`config.mk`:
```
export PLATFORM = sky130hd
export DESIGN_NAME = scic_channel
export DESIGN_NICKNAME = d
export VERILOG_FILES = /design/src/core/scic_pkg.sv /design/src/core/scic_channel.sv
export SDC_FILE = /design/constraint.sdc
export NUM_CORES = 1
export LEC_CHECK = 0
export BUFFER_PORTS_ARGS = -buffer_cell sky130_fd_sc_hd__buf_4
export CAP_MARGIN = 20
export CORE_MARGIN = 2
export CORE_UTILIZATION = 45
export DETAILED_ROUTE_END_ITERATION = 8
export PLACE_DENSITY = 0.69
export RECOVER_POWER = 50
export SYNTH_ARGS = -nofsm -noshare
export SYNTH_HDL_FRONTEND = slang
export SYNTH_SLANG_ARGS = --single-unit
```
`constraint.sdc`:
```
create_clock -name clk_i -period 2 [get_ports clk_i]
set_input_delay 0.4 -clock clk_i [delete_from_list [all_inputs] [get_ports clk_i]]
set_output_delay 0.4 -clock clk_i [all_outputs]
set_load 0.02 [all_outputs]
```
`src/core/scic_pkg.sv`:
```
// package: constants, map and types of the two-wire channel control block
package scic_pkg;
    // timing
    localparam int CLK_PERIOD_NS = 10;
    localparam int COND_HOLD_NS = 600;
    localparam int COND_HOLD_CYC = (COND_HOLD_NS + CLK_PERIOD_NS - 1) / CLK_PERIOD_NS;
    localparam int CNT_W = 7;
    localparam logic [CNT_W-1:0] COND_LOAD = CNT_W'(COND_HOLD_CYC - 1);

    // register map, one byte per index
    localparam int ADDR_W = 4;
    localparam logic [ADDR_W-1:0] A_MODE = 4'h0;
    localparam logic [ADDR_W-1:0] A_MR3 = 4'h1;
    localparam logic [ADDR_W-1:0] A_MR4 = 4'h2;
    localparam logic [ADDR_W-1:0] A_STAT = 4'h3;
    localparam logic [ADDR_W-1:0] A_MASK = 4'h4;
    localparam logic [ADDR_W-1:0] A_LINE = 4'h5;
    localparam logic [ADDR_W-1:0] A_COMMON = 4'h6;
    localparam logic [ADDR_W-1:0] A_IFSR = 4'h7;
    localparam logic [7:0] REG_RST = 8'h00;

    // mode register fields
    localparam int MODE_SMD_LSB = 0;
    localparam int MODE_TWO_WIRE_ENABLE = 3;
    localparam int MODE_IM = 4;
    localparam logic [2:0] SMD_I2C = 3'h2;
    localparam logic [2:0] SMD_SYNC = 3'h1;
    // i2c_mode_register_3 fields
    localparam int MR3_CLOCK_DELAY_SELECT = 1;
    localparam int MR3_DL_LSB = 5;
    // i2c_mode_register_4 fields
    localparam int MR4_START = 0;
    localparam int MR4_RESTART = 1;
    localparam int MR4_STOP = 2;
    localparam int MR4_CSEL = 3;
    localparam int MR4_ACKNOWLEDGE_VALUE = 4;
    localparam int MR4_ACKNOWLEDGE_OUTPUT = 5;
    localparam int MR4_CLOCK_STOP_ON_STOP = 6;
    localparam int MR4_HOLD9 = 7;
    // status and mask fields
    localparam int ST_START = 0;
    localparam int ST_STOP = 1;
    localparam int ST_TX = 2;
    localparam int ST_RX = 3;
    // bit counter marks
    localparam logic [3:0] BIT_EIGHT = 4'h8;
    localparam logic [3:0] BIT_NINE = 4'h9;

    typedef enum logic [1:0] {CG_IDLE, CG_PREP, CG_MID, CG_LAST} scic_cg_t;
    typedef enum logic [1:0] {K_START, K_RESTART, K_STOP} scic_kind_t;

    typedef struct packed {
        logic scl;
        logic sda;
    } scic_lines_t;

    typedef struct packed {
        scic_lines_t s1;
        scic_lines_t s2;
        scic_lines_t prev;
        logic [7:0] mode;
        logic [7:0] mr3;
        logic [7:0] mr4;
        logic [7:0] stat;
        logic [7:0] mask;
        logic [7:0] common;
        logic [7:0] ifsr;
        logic [7:0] rdata;
        logic [3:0] bitcnt;
        logic ack_win;
        logic hold;
        logic stop_off;
        scic_cg_t cg;
        scic_kind_t kind;
        logic [CNT_W-1:0] cnt;
        logic [7:0] pipe;
        logic scl_oe_n;
        logic sda_oe_n;
        logic irq;
    } scic_state_t;
endpackage

```
`src/core/scic_channel.sv`:
```
// two-wire channel: condition generator, ack drive, clock hold and event flags
`timescale 1ns/1ps
`default_nettype none

// Functional notes
// [RULE1] Master writing start_request makes the channel generate a start condition.
// [RULE2] Master writing restart_request makes the channel generate a repeated start.
// [RULE3] Master writing stop_request makes the channel generate a stop condition.
// [RULE4] Conditions reach the lines only while condition_output_select is one.
// [RULE5] acknowledge_output drives acknowledge_value onto the data line in the ack slot.
// [RULE6] With clock_stop_on_stop set, clock output stops once a stop is seen.
// [RULE7] ninth_bit_clock_hold holds clock low from the ninth clock's falling edge.
// [RULE8] data_delay_field sets the digital delay of the data output.
// [RULE9] Two-wire mode needs mode field 010b and two_wire_enable one.
// [RULE10] Start-condition detection raises the bus-condition event.
// [RULE11] Transmit event: nack at ninth rise, or rise/next fall by clock delay.
// [RULE12] Receive event: ack at ninth rise, or ninth falling edge in mode one.
// [RULE13] Software writes zero to every bit without a two-wire function.
// [RULE14] Data output is always open-drain; no open-drain select bit exists.
// [RULE15] Software writes zero to bits 4 and 5 of control register 1.
// [RULE16] Software clears flow-control disable and direction on channel 1 here.
// [RULE17] Software routes factor select bits to bus collision for channels 0, 1.
// [RULE18] Software clears pending flags after changing mode or interrupt-timing bits.
// [RULE19] A condition request bit clears itself once its condition is done.
module scic_channel
    import scic_pkg::*;
(
    // clock and reset
    input wire logic clk_i,
    input wire logic arst_n_i,
    // register port
    input wire logic [ADDR_W-1:0] addr_i,
    input wire logic [7:0] wdata_i,
    input wire logic wr_i,
    input wire logic rd_i,
    output logic [7:0] rdata_o,
    // bus lines, open-drain
    input wire logic scl_i,
    output logic scl_o,
    output logic scl_oe_n_o,
    input wire logic sda_i,
    output logic sda_o,
    output logic sda_oe_n_o,
    // interrupt
    output logic irq_o
);

    scic_state_t q;
    scic_state_t d;

    logic i2c_on;
    logic cond_en;
    logic im;
    logic clock_delay_select;
    logic [2:0] dl;
    logic scl_rise;
    logic scl_fall;
    logic start_det;
    logic stop_det;
    logic nine_rise;
    logic nine_fall;
    logic ev_tx;
    logic ev_rx;
    logic [7:0] st_set;
    logic [7:0] st_clr;
    logic mr4_wr;
    logic cg_done;
    logic launch;
    logic gen_sda;
    logic gen_scl;
    logic ack_pull;
    logic pull_now;

    // decoded settings
    always_comb begin
        i2c_on = (q.mode[MODE_SMD_LSB +: 3] == SMD_I2C) && q.mode[MODE_TWO_WIRE_ENABLE]; // [RULE9]
        cond_en = i2c_on && q.mr4[MR4_CSEL]; // [RULE4]
        im = q.mode[MODE_IM];
        clock_delay_select = q.mr3[MR3_CLOCK_DELAY_SELECT];
        dl = q.mr3[MR3_DL_LSB +: 3];
        mr4_wr = wr_i && (addr_i == A_MR4);
    end

    // line events; only the second sync stage and later are looked at
    always_comb begin
        scl_rise = q.s2.scl && !q.prev.scl;
        scl_fall = !q.s2.scl && q.prev.scl;
        start_det = q.s2.scl && q.prev.scl && q.prev.sda && !q.s2.sda;
        stop_det = q.s2.scl && q.prev.scl && !q.prev.sda && q.s2.sda;
        nine_rise = scl_rise && (q.bitcnt == BIT_EIGHT);
        nine_fall = scl_fall && (q.bitcnt == BIT_NINE);
    end

    // event sources, all gated by two-wire mode
    always_comb begin
        if (!im) begin
            ev_tx = nine_rise && q.s2.sda; // [RULE11]
            ev_rx = nine_rise && !q.s2.sda; // [RULE12]
        end else begin
            // clock delay moves the transmit event to the ninth falling edge
            ev_tx = clock_delay_select ? nine_fall : nine_rise; // [RULE11]
            ev_rx = nine_fall; // [RULE12]
        end
        st_set = 8'h00;
        st_set[ST_START] = i2c_on && start_det; // [RULE10]
        st_set[ST_STOP] = i2c_on && stop_det;
        st_set[ST_TX] = i2c_on && ev_tx;
        st_set[ST_RX] = i2c_on && ev_rx;
        st_clr = (wr_i && (addr_i == A_STAT)) ? wdata_i : 8'h00;
    end

    // condition generator drive per state
    always_comb begin
        gen_sda = 1'b0;
        gen_scl = 1'b0;
        case (q.cg)
            CG_IDLE: begin
                gen_sda = 1'b0;
            end
            CG_PREP: begin
                // stop starts from data low, clock low
                gen_sda = (q.kind == K_STOP); // [RULE3]
                gen_scl = (q.kind == K_STOP);
            end
            CG_MID: begin
                // data low while clock released: start edge or stop setup
                gen_sda = 1'b1; // [RULE1] [RULE2]
            end
            CG_LAST: begin
                gen_sda = (q.kind != K_STOP);
                gen_scl = (q.kind != K_STOP);
            end
            default: begin
                gen_sda = 1'b0;
            end
        endcase
        cg_done = (q.cg == CG_LAST) && (q.cnt == '0) && cond_en;
        launch = (q.cg == CG_IDLE) && cond_en
            && (q.mr4[MR4_START] || q.mr4[MR4_RESTART] || q.mr4[MR4_STOP]);
        // low acknowledge_value means ack, pulled low
        ack_pull = q.ack_win && q.mr4[MR4_ACKNOWLEDGE_OUTPUT] && !q.mr4[MR4_ACKNOWLEDGE_VALUE]; // [RULE5]
        pull_now = gen_sda || ack_pull;
    end

    // next state
    always_comb begin
        d = q;
        // two-stage synchroniser, then one stage for edges
        d.s1 = '{scl: scl_i, sda: sda_i};
        d.s2 = q.s1;
        d.prev = q.s2;

        // bit counter restarts on start and after each ninth clock
        if (start_det || nine_fall) begin
            d.bitcnt = 4'h0;
        end else if (scl_rise && (q.bitcnt != BIT_NINE)) begin
            d.bitcnt = q.bitcnt + 4'h1;
        end

        // acknowledge slot spans eighth falling to ninth falling edge
        if (start_det || nine_fall) begin
            d.ack_win = 1'b0;
        end else if (scl_fall && (q.bitcnt == BIT_EIGHT)) begin
            d.ack_win = 1'b1;
        end

        // sticky flags; a new event beats a clear in the same cycle
        d.stat = (q.stat & ~st_clr) | st_set;

        // plain registers
        if (wr_i) begin
            case (addr_i)
                A_MODE: d.mode = wdata_i;
                A_MR3: d.mr3 = wdata_i;
                A_MASK: d.mask = wdata_i;
                A_COMMON: d.common = wdata_i;
                A_IFSR: d.ifsr = wdata_i;
                default: d.mode = q.mode;
            endcase
        end

        // request bits clear when done; a write in that cycle still wins
        if (cg_done) begin
            case (q.kind)
                K_START: d.mr4[MR4_START] = 1'b0; // [RULE19]
                K_RESTART: d.mr4[MR4_RESTART] = 1'b0; // [RULE19]
                K_STOP: d.mr4[MR4_STOP] = 1'b0; // [RULE19]
                default: d.mr4 = q.mr4;
            endcase
        end
        if (mr4_wr) begin
            d.mr4 = wdata_i;
        end

        // condition sequencer; dropping the select aborts it
        case (q.cg)
            CG_IDLE: begin
                if (launch) begin
                    d.cg = CG_PREP;
                    d.cnt = COND_LOAD;
                    if (q.mr4[MR4_START]) begin
                        d.kind = K_START; // [RULE1]
                    end else if (q.mr4[MR4_RESTART]) begin
                        d.kind = K_RESTART; // [RULE2]
                    end else begin
                        d.kind = K_STOP; // [RULE3]
                    end
                end
            end
            CG_PREP, CG_MID, CG_LAST: begin
                if (!cond_en) begin
                    d.cg = CG_IDLE; // [RULE4]
                end else if (q.cnt != '0) begin
                    d.cnt = q.cnt - 1'b1;
                end else begin
                    d.cnt = COND_LOAD;
                    case (q.cg)
                        CG_PREP: d.cg = CG_MID;
                        CG_MID: d.cg = CG_LAST;
                        default: d.cg = CG_IDLE;
                    endcase
                end
            end
            default: begin
                d.cg = CG_IDLE;
            end
        endcase

        // ninth-clock hold lasts until software drops the bit
        if (!q.mr4[MR4_HOLD9]) begin
            d.hold = 1'b0;
        end else if (nine_fall) begin
            d.hold = 1'b1; // [RULE7]
        end

        // clock silenced after a stop until the next launched condition
        if (launch) begin
            d.stop_off = 1'b0;
        end else if (stop_det && q.mr4[MR4_CLOCK_STOP_ON_STOP]) begin
            d.stop_off = 1'b1; // [RULE6]
        end

        // data delay line; tap zero still costs the output register
        d.pipe = {q.pipe[6:0], pull_now};
        d.sda_oe_n = !d.pipe[dl]; // [RULE8] [RULE14]
        d.scl_oe_n = !((d.hold || gen_scl) && !d.stop_off); // [RULE6] [RULE7]
        d.irq = |(d.stat & d.mask);

        // read data valid only in the cycle after the strobe
        d.rdata = 8'h00;
        if (rd_i) begin
            case (addr_i)
                A_MODE: d.rdata = q.mode;
                A_MR3: d.rdata = q.mr3;
                A_MR4: d.rdata = q.mr4;
                A_STAT: d.rdata = q.stat;
                A_MASK: d.rdata = q.mask;
                A_LINE: d.rdata = {q.bitcnt, 1'b0, q.hold, q.s2.sda, q.s2.scl};
                A_COMMON: d.rdata = q.common;
                A_IFSR: d.rdata = q.ifsr;
                default: d.rdata = 8'h00;
            endcase
        end
    end

    // state register; lines idle high after reset
    always_ff @(posedge clk_i or negedge arst_n_i) begin
        if (!arst_n_i) begin
            q.s1 <= '{scl: 1'b1, sda: 1'b1};
            q.s2 <= '{scl: 1'b1, sda: 1'b1};
            q.prev <= '{scl: 1'b1, sda: 1'b1};
            q.mode <= REG_RST;
            q.mr3 <= REG_RST;
            q.mr4 <= REG_RST;
            q.stat <= REG_RST;
            q.mask <= REG_RST;
            q.common <= REG_RST;
            q.ifsr <= REG_RST;
            q.rdata <= REG_RST;
            q.bitcnt <= 4'h0;
            q.ack_win <= 1'b0;
            q.hold <= 1'b0;
            q.stop_off <= 1'b0;
            q.cg <= CG_IDLE;
            q.kind <= K_START;
            q.cnt <= '0;
            q.pipe <= 8'h00;
            q.scl_oe_n <= 1'b1;
            q.sda_oe_n <= 1'b1;
            q.irq <= 1'b0;
        end else begin
            q <= d;
        end
    end

    // outputs straight from the state register; open-drain drives low only
    assign rdata_o = q.rdata;
    assign scl_o = q.pipe[7] & 1'b0;
    assign sda_o = q.pipe[7] & 1'b0;
    assign scl_oe_n_o = q.scl_oe_n;
    assign sda_oe_n_o = q.sda_oe_n;
    assign irq_o = q.irq;

    logic dl_zero;
    assign dl_zero = (dl == 3'h0);
endmodule
`default_nettype wire

```
# After elaboration in Yosys (flattened, before gate mapping)
# Index checks and enable logic that the tools add are counted.
# totals
out_inout_bits,13
register_bits,98
latch_bits,0
in_bits,18
romBits,0
ramBits,0
mem_count,0
# op_classes
addsub,2
n_mux,37
shifts,0
order_cmp,1
n_div,0
multipliers,0
eq_ne,20
reduce_logical,65
bitwise_logic,4
# ops
op,n
$pmux 8 s8,1
$mux 8,6
$logic_and 1x1->1,29
$mux 24,1
$reduce_and 2->1,10
$and 8x8->8,2
$eq 4x3->1 const B,4
$mux 7,2
$pmux 7 s2,1
$mux 1,13
$reduce_bool 2->1,6
$mux 11,1
$eq 4x2->1 const B,2
$eq 4x4->1 const B,2
$logic_not 1->1,8
$mux 2,4
$mux 4,2
$not 8->8,1
$or 8x4->8,1
$pmux 2 s2,2
$reduce_or 8->1,1
$logic_not 7->1,1
$reduce_bool 7->1,1
$sub 7x1->7 const B,1
other kinds (17),27

# Depth between registers and ports, before layout
# logic_depth
word_depth,9
depth_mapped,7
mapped_depth_nobuf,7

# Least setup slack after synthesis
# No wires, ideal clock.
# synth_path
path_type,input -> register
start,input port addr_i[2]
end,"register q, in the netlist irq_o"
setup_ns,0.145
arrival_time_ns,1.753
path_slack_ns,0.102
path_stages,7
cell_sequence,buf_4 or3b_1 buf_2 o31ai_2 a311oi_1 a2111oi_2 o2111ai_1
# synth_rtl
item,line,source
start: declaration,scic_channel.sv:32,"input wire logic [ADDR_W-1:0] addr_i,"
end: declaration,scic_channel.sv:48,scic_state_t q;

==> summary.txt <==
Synth
  • Predominant post-synthesis flop cell: sky130_fd_sc_hd__dfrtp_1
  • Largest family of logic cells by synthesized area: compound AO/OA/AOI/OAI gates
  • Post-Synthesis Cells: about 450
  • Warning count from the yosys run: 0
  • Mapped Area: ~0.0047 sq mm
  • Number of distinct library cell variants in the gate-level netlist after synthesis: 62
  • Part of the Yosys area used for sequential elements: around 52%
  • Count of flip-flops with a built-in enable after synthesis: 0
  • Compound-cell area share of the yosys netlist: between 10% and 20%
  • Async SR Flop Fraction: 100.0%
  • Arithmetic-cell share of the synthesized area counting full adders, half adders and majority gates: 2.385%
  • Post-synthesis share of cell area spent on and, or, nand and nor gates: 14.47%
  • Multiplexer share of the synthesized area: a little under a tenth
  • Mean instance size in the synthesized netlist: 10.52 sq um
  • Synth Area in XOR/XNOR: 0.7419%
  • Flip-flop and latch count after synthesis: 98

Route
  • Count of vias placed by the detailed router: between 3000 and 4000
  • Number of iterations in the first detailed-routing pass: 5
  • Antenna Violating Nets Remaining: 0
  • Average via count per standard cell: 5.647
  • Average wire length per cell after detail routing: 18.30 um
  • Number of violations reported at the end of detailed-routing iteration 0: 222
  • Number of remaining DRC errors: 0
  • Final Routed Wirelength: between 10 and 15 mm

Timing
  • Period utilization: 90.98%
  • Min Tclk post-route: 1820 ps
  • Hold slack final: 122.4 ps
  • Setup skew after layout: 10.60 ps
  • Number of failing setup endpoints in the final timing report: 0
  • Worst-case headroom to the max-slew limit: between 10% and 20%
  • Pins Over Slew Limit: 0
  • RSZ-0062 raised after global routing: false
  • Tightest Pin Transition: 1328 ps
  • Maximum clock frequency: 549.6 MHz
  • Count of endpoints failing hold in the final timing report: 0
  • Sum of negative setup slack: 0 ps

Clock tree
  • CTS clk-pin slew, worst paths: 110 ps
  • Post-CTS Repair Setup Buffers: 0
  • Maximum number of buffers from clock root to sink: 2
  • Count of H-tree levels built during CTS: 3
  • Clock sinks: 98
  • Cells resized by post-CTS repair: 0
  • Number of buffers inserted during clock tree synthesis: 9
  • Count of hold-fix buffers inserted at cts: 0
  • Clk Tree Root Cell: sky130_fd_sc_hd__clkbuf_8
  • Later-pin clock latency in the skew report: 370 ps
  • TritonCTS clock tree: yes

Finish
  • Nets: 527
  • Post-route cell area: 0.005456 sq mm
  • Non-filler instance count after layout: 641
  • # diodes: 0
  • Signed area change from the synthesized netlist to the final layout: 15.55%
  • Share of layout cells above drive strength 1: 24.16%

GRT
  • Gr usage total: ~22%
  • Largest net degree at the start of global routing: 99
  • Remaining Overflow, GRT: 0
  • First-pass GRT wire length: 18.93 mm
  • Number of antenna violations at the first check in global routing: 0
  • Vias in the first global route: 3513

Floorplan
  • Core Footprint: approximately 0.01 sq mm
  • Total Die Area: 0.01133 sq mm
  • Number of core rows: 37
  • # IOs: 31
  • Initial standard-cell utilization of the core: 45.95%
  • Die Wd: 106.4 um
  • Die height: 106.4 um

Placement
  • GP Congestion: 0.9356
  • Cell area reported after detailed placement: 0.005253 sq mm
  • Cell Count Post-Placement: 625
  • Port-buffer cells: 28
  • Placed wire-length estimate: 8.787 mm

Pwr
  • Sw Share: between 30% and 40%
  • Sequential share of power: between 50% and 60%
  • Leakage Power: 2.522 nW
  • Cell Int Power: 0.003537 W
  • Clock network fraction of design power: a little over a quarter
  • Relative contribution of combinational cells to total power: 23.5%
  • Switching power total: around 0.0018 W
  • Power density over the cells: 975.9 mW/mm^2
  • Total power draw: 0.005325 W
  • Worst ir drop on vdd: 0.4245 mV

Min path
  • Hold crit path type: in -> reg

Flow run
  • Max-capacitance violation count: 0

Worst setup path
  • Worst Setup End Kind: flip-flop
  • Startpoint type of the worst setup path: flip-flop
  • Class of the most critical setup path: reg -> reg
  • Required time at the endpoint of the critical path: about 2300 ps
  • Maximum fanout count along the critical path: 7
  • Arrival time at the worst endpoint: between 2000 and 2500 ps

Status
  • Result of the run: finished clean
routing by layer:
| metal | part of all wire [%] | GRT usage (%) |
|---|---|---|
| met5 | 0 | 0 |
| met4 | 3.0 | 9.740 |
| met3 | 5.5 | 2.943 |
| met2 | 45 | 33.70 |
| met1 | 47 | 31.41 |
through the flow:
stage	util, %	setup WS, ps
3_3_place_gp	51.11	-63.17
3_5_place_dp	51.11	-111.0
6_report	53.09	180.5
4_1_cts	53.21	123.0
5_1_grt	53.09	24.37
2_1_floorplan	-	101.7
cell type report:
class,instances,area [sq um]
timing repair buffer,66,495.5
multi-input combinational,299,2014
inverter,26,97.59
clock buffer,9,123.9
fill,949,4821
clock inverter,7,92.59
sequential,98,2462
tap,136,170.2
power groups by stage:
| stage | registers (W) | clock network [W] | logic (W) |
|---|---|---|---|
| 4_1_cts | 0.00267 | 0.00143 | 0.00126 |
| 6_report | 0.00268 | 0.00139 | 0.00125 |
| 3_3_place_gp | 0.00270 | 0 | 0.00122 |
| 5_1_grt | 0.00274 | 0.00150 | 0.00142 |
| 2_1_floorplan | 0.00262 | 0 | 0.000858 |
| 3_5_place_dp | 0.00271 | 0 | 0.00125 |
final timing paths:
| check | cells past startpoint | to | slack [ps] | start |
|---|---|---|---|---|
| setup reg to reg | 5 | irq_o$_DFF_PN0_ | 180 | d[94]$_DFF_PN1_ |
| setup / recovery | 5 | irq_o$_DFF_PN0_ | 180 | d[94]$_DFF_PN1_ |
| hold / removal | 1 | d[95]$_DFF_PN1_ | 120 | sda_i |
| min in group asynchronous | 2 | clock_delay_select$_DFFE_PN0P_ | 410 | arst_n_i |
| hold reg to reg | 0 | d[94]$_DFF_PN1_ | 360 | d[96]$_DFF_PN1_ |
| max in group asynchronous | 2 | q[66]$_DFF_PN0_ | 720 | arst_n_i |
state kept, by name (all words and copies together) (netlist names):
name	cells
q	71
sda_oe_n_o	1
dl	3
clock_delay_select	1
im	1
scl_oe_n_o	1
rdata_o	8
irq_o	1
d	11
worst max-delay path, stage by stage, from the launching register on:
cell and delay [ps]:
sky130_fd_sc_hd__dfstp_2 600, sky130_fd_sc_hd__nor4bb_1 370, sky130_fd_sc_hd__nand2_1 100, sky130_fd_sc_hd__o31ai_1 260, sky130_fd_sc_hd__a22oi_1 170, sky130_fd_sc_hd__o2111ai_1 230
cells in the final DEF, fill, tap and decap left out, types with 5 or more instances in the layout:
master	netlist	layout
sky130_fd_sc_hd__dfstp_2	8	8
sky130_fd_sc_hd__a22oi_1	8	8
sky130_fd_sc_hd__inv_1	26	26
sky130_fd_sc_hd__o21ai_0	47	47
sky130_fd_sc_hd__mux2i_1	12	12
sky130_fd_sc_hd__dfrtp_1	90	90
sky130_fd_sc_hd__and2_1	5	5
sky130_fd_sc_hd__nand2b_1	5	5
sky130_fd_sc_hd__nand2_1	40	40
sky130_fd_sc_hd__a221oi_1	7	7
sky130_fd_sc_hd__ha_1	9	9
sky130_fd_sc_hd__o31ai_1	6	6
sky130_fd_sc_hd__nor2b_1	10	10
sky130_fd_sc_hd__nand3_1	14	14
sky130_fd_sc_hd__nand4_1	5	5
sky130_fd_sc_hd__clkbuf_8	0	9
sky130_fd_sc_hd__a21oi_1	14	14
sky130_fd_sc_hd__nor2_1	31	31
sky130_fd_sc_hd__buf_4	12	62
sky130_fd_sc_hd__mux2_2	19	19
synth_stat cells (all sizes together), types with 4 or more instances:
| master | instances | area share [%] |
|---|---|---|
| ha | 9 | 2.4 |
| nand4 | 5 | 0.66 |
| a221oi | 7 | 1.3 |
| and2 | 5 | 0.66 |
| a31oi | 4 | 0.53 |
| nand2 | 41 | 3.3 |
| mux4 | 4 | 1.9 |
| mux2 | 20 | 4.8 |
| dfstp | 8 | 4.5 |
| nand3 | 14 | 1.5 |
| nor2 | 31 | 2.5 |
| dfrtp | 90 | 48 |
| buf | 20 | 2.6 |
| a22oi | 8 | 1.3 |
| nand2b | 5 | 0.66 |
| nor2b | 10 | 1.3 |
| o31ai | 7 | 1.2 |
| inv | 26 | 2.1 |
| o21ai | 47 | 5.0 |
| nor3 | 5 | 0.64 |
| a21oi | 14 | 1.5 |
| clkbuf | 7 | 0.56 |
| mux2i | 12 | 2.5 |
logic make-up (layout without fill, tap and decap cells):
logic type                 count (synthesis)  after routing
adders and majority gates                  9              9
AOI/OAI and AO/OA                        114            114
muxes                                     36             36
other                                      1              2
DFF                                       98             98
xor gates and xnor gates                   4              4
and+or+nand+nor                          134            134
buffers and inverters                     53            108
Power figures use the tool's default switching activity.
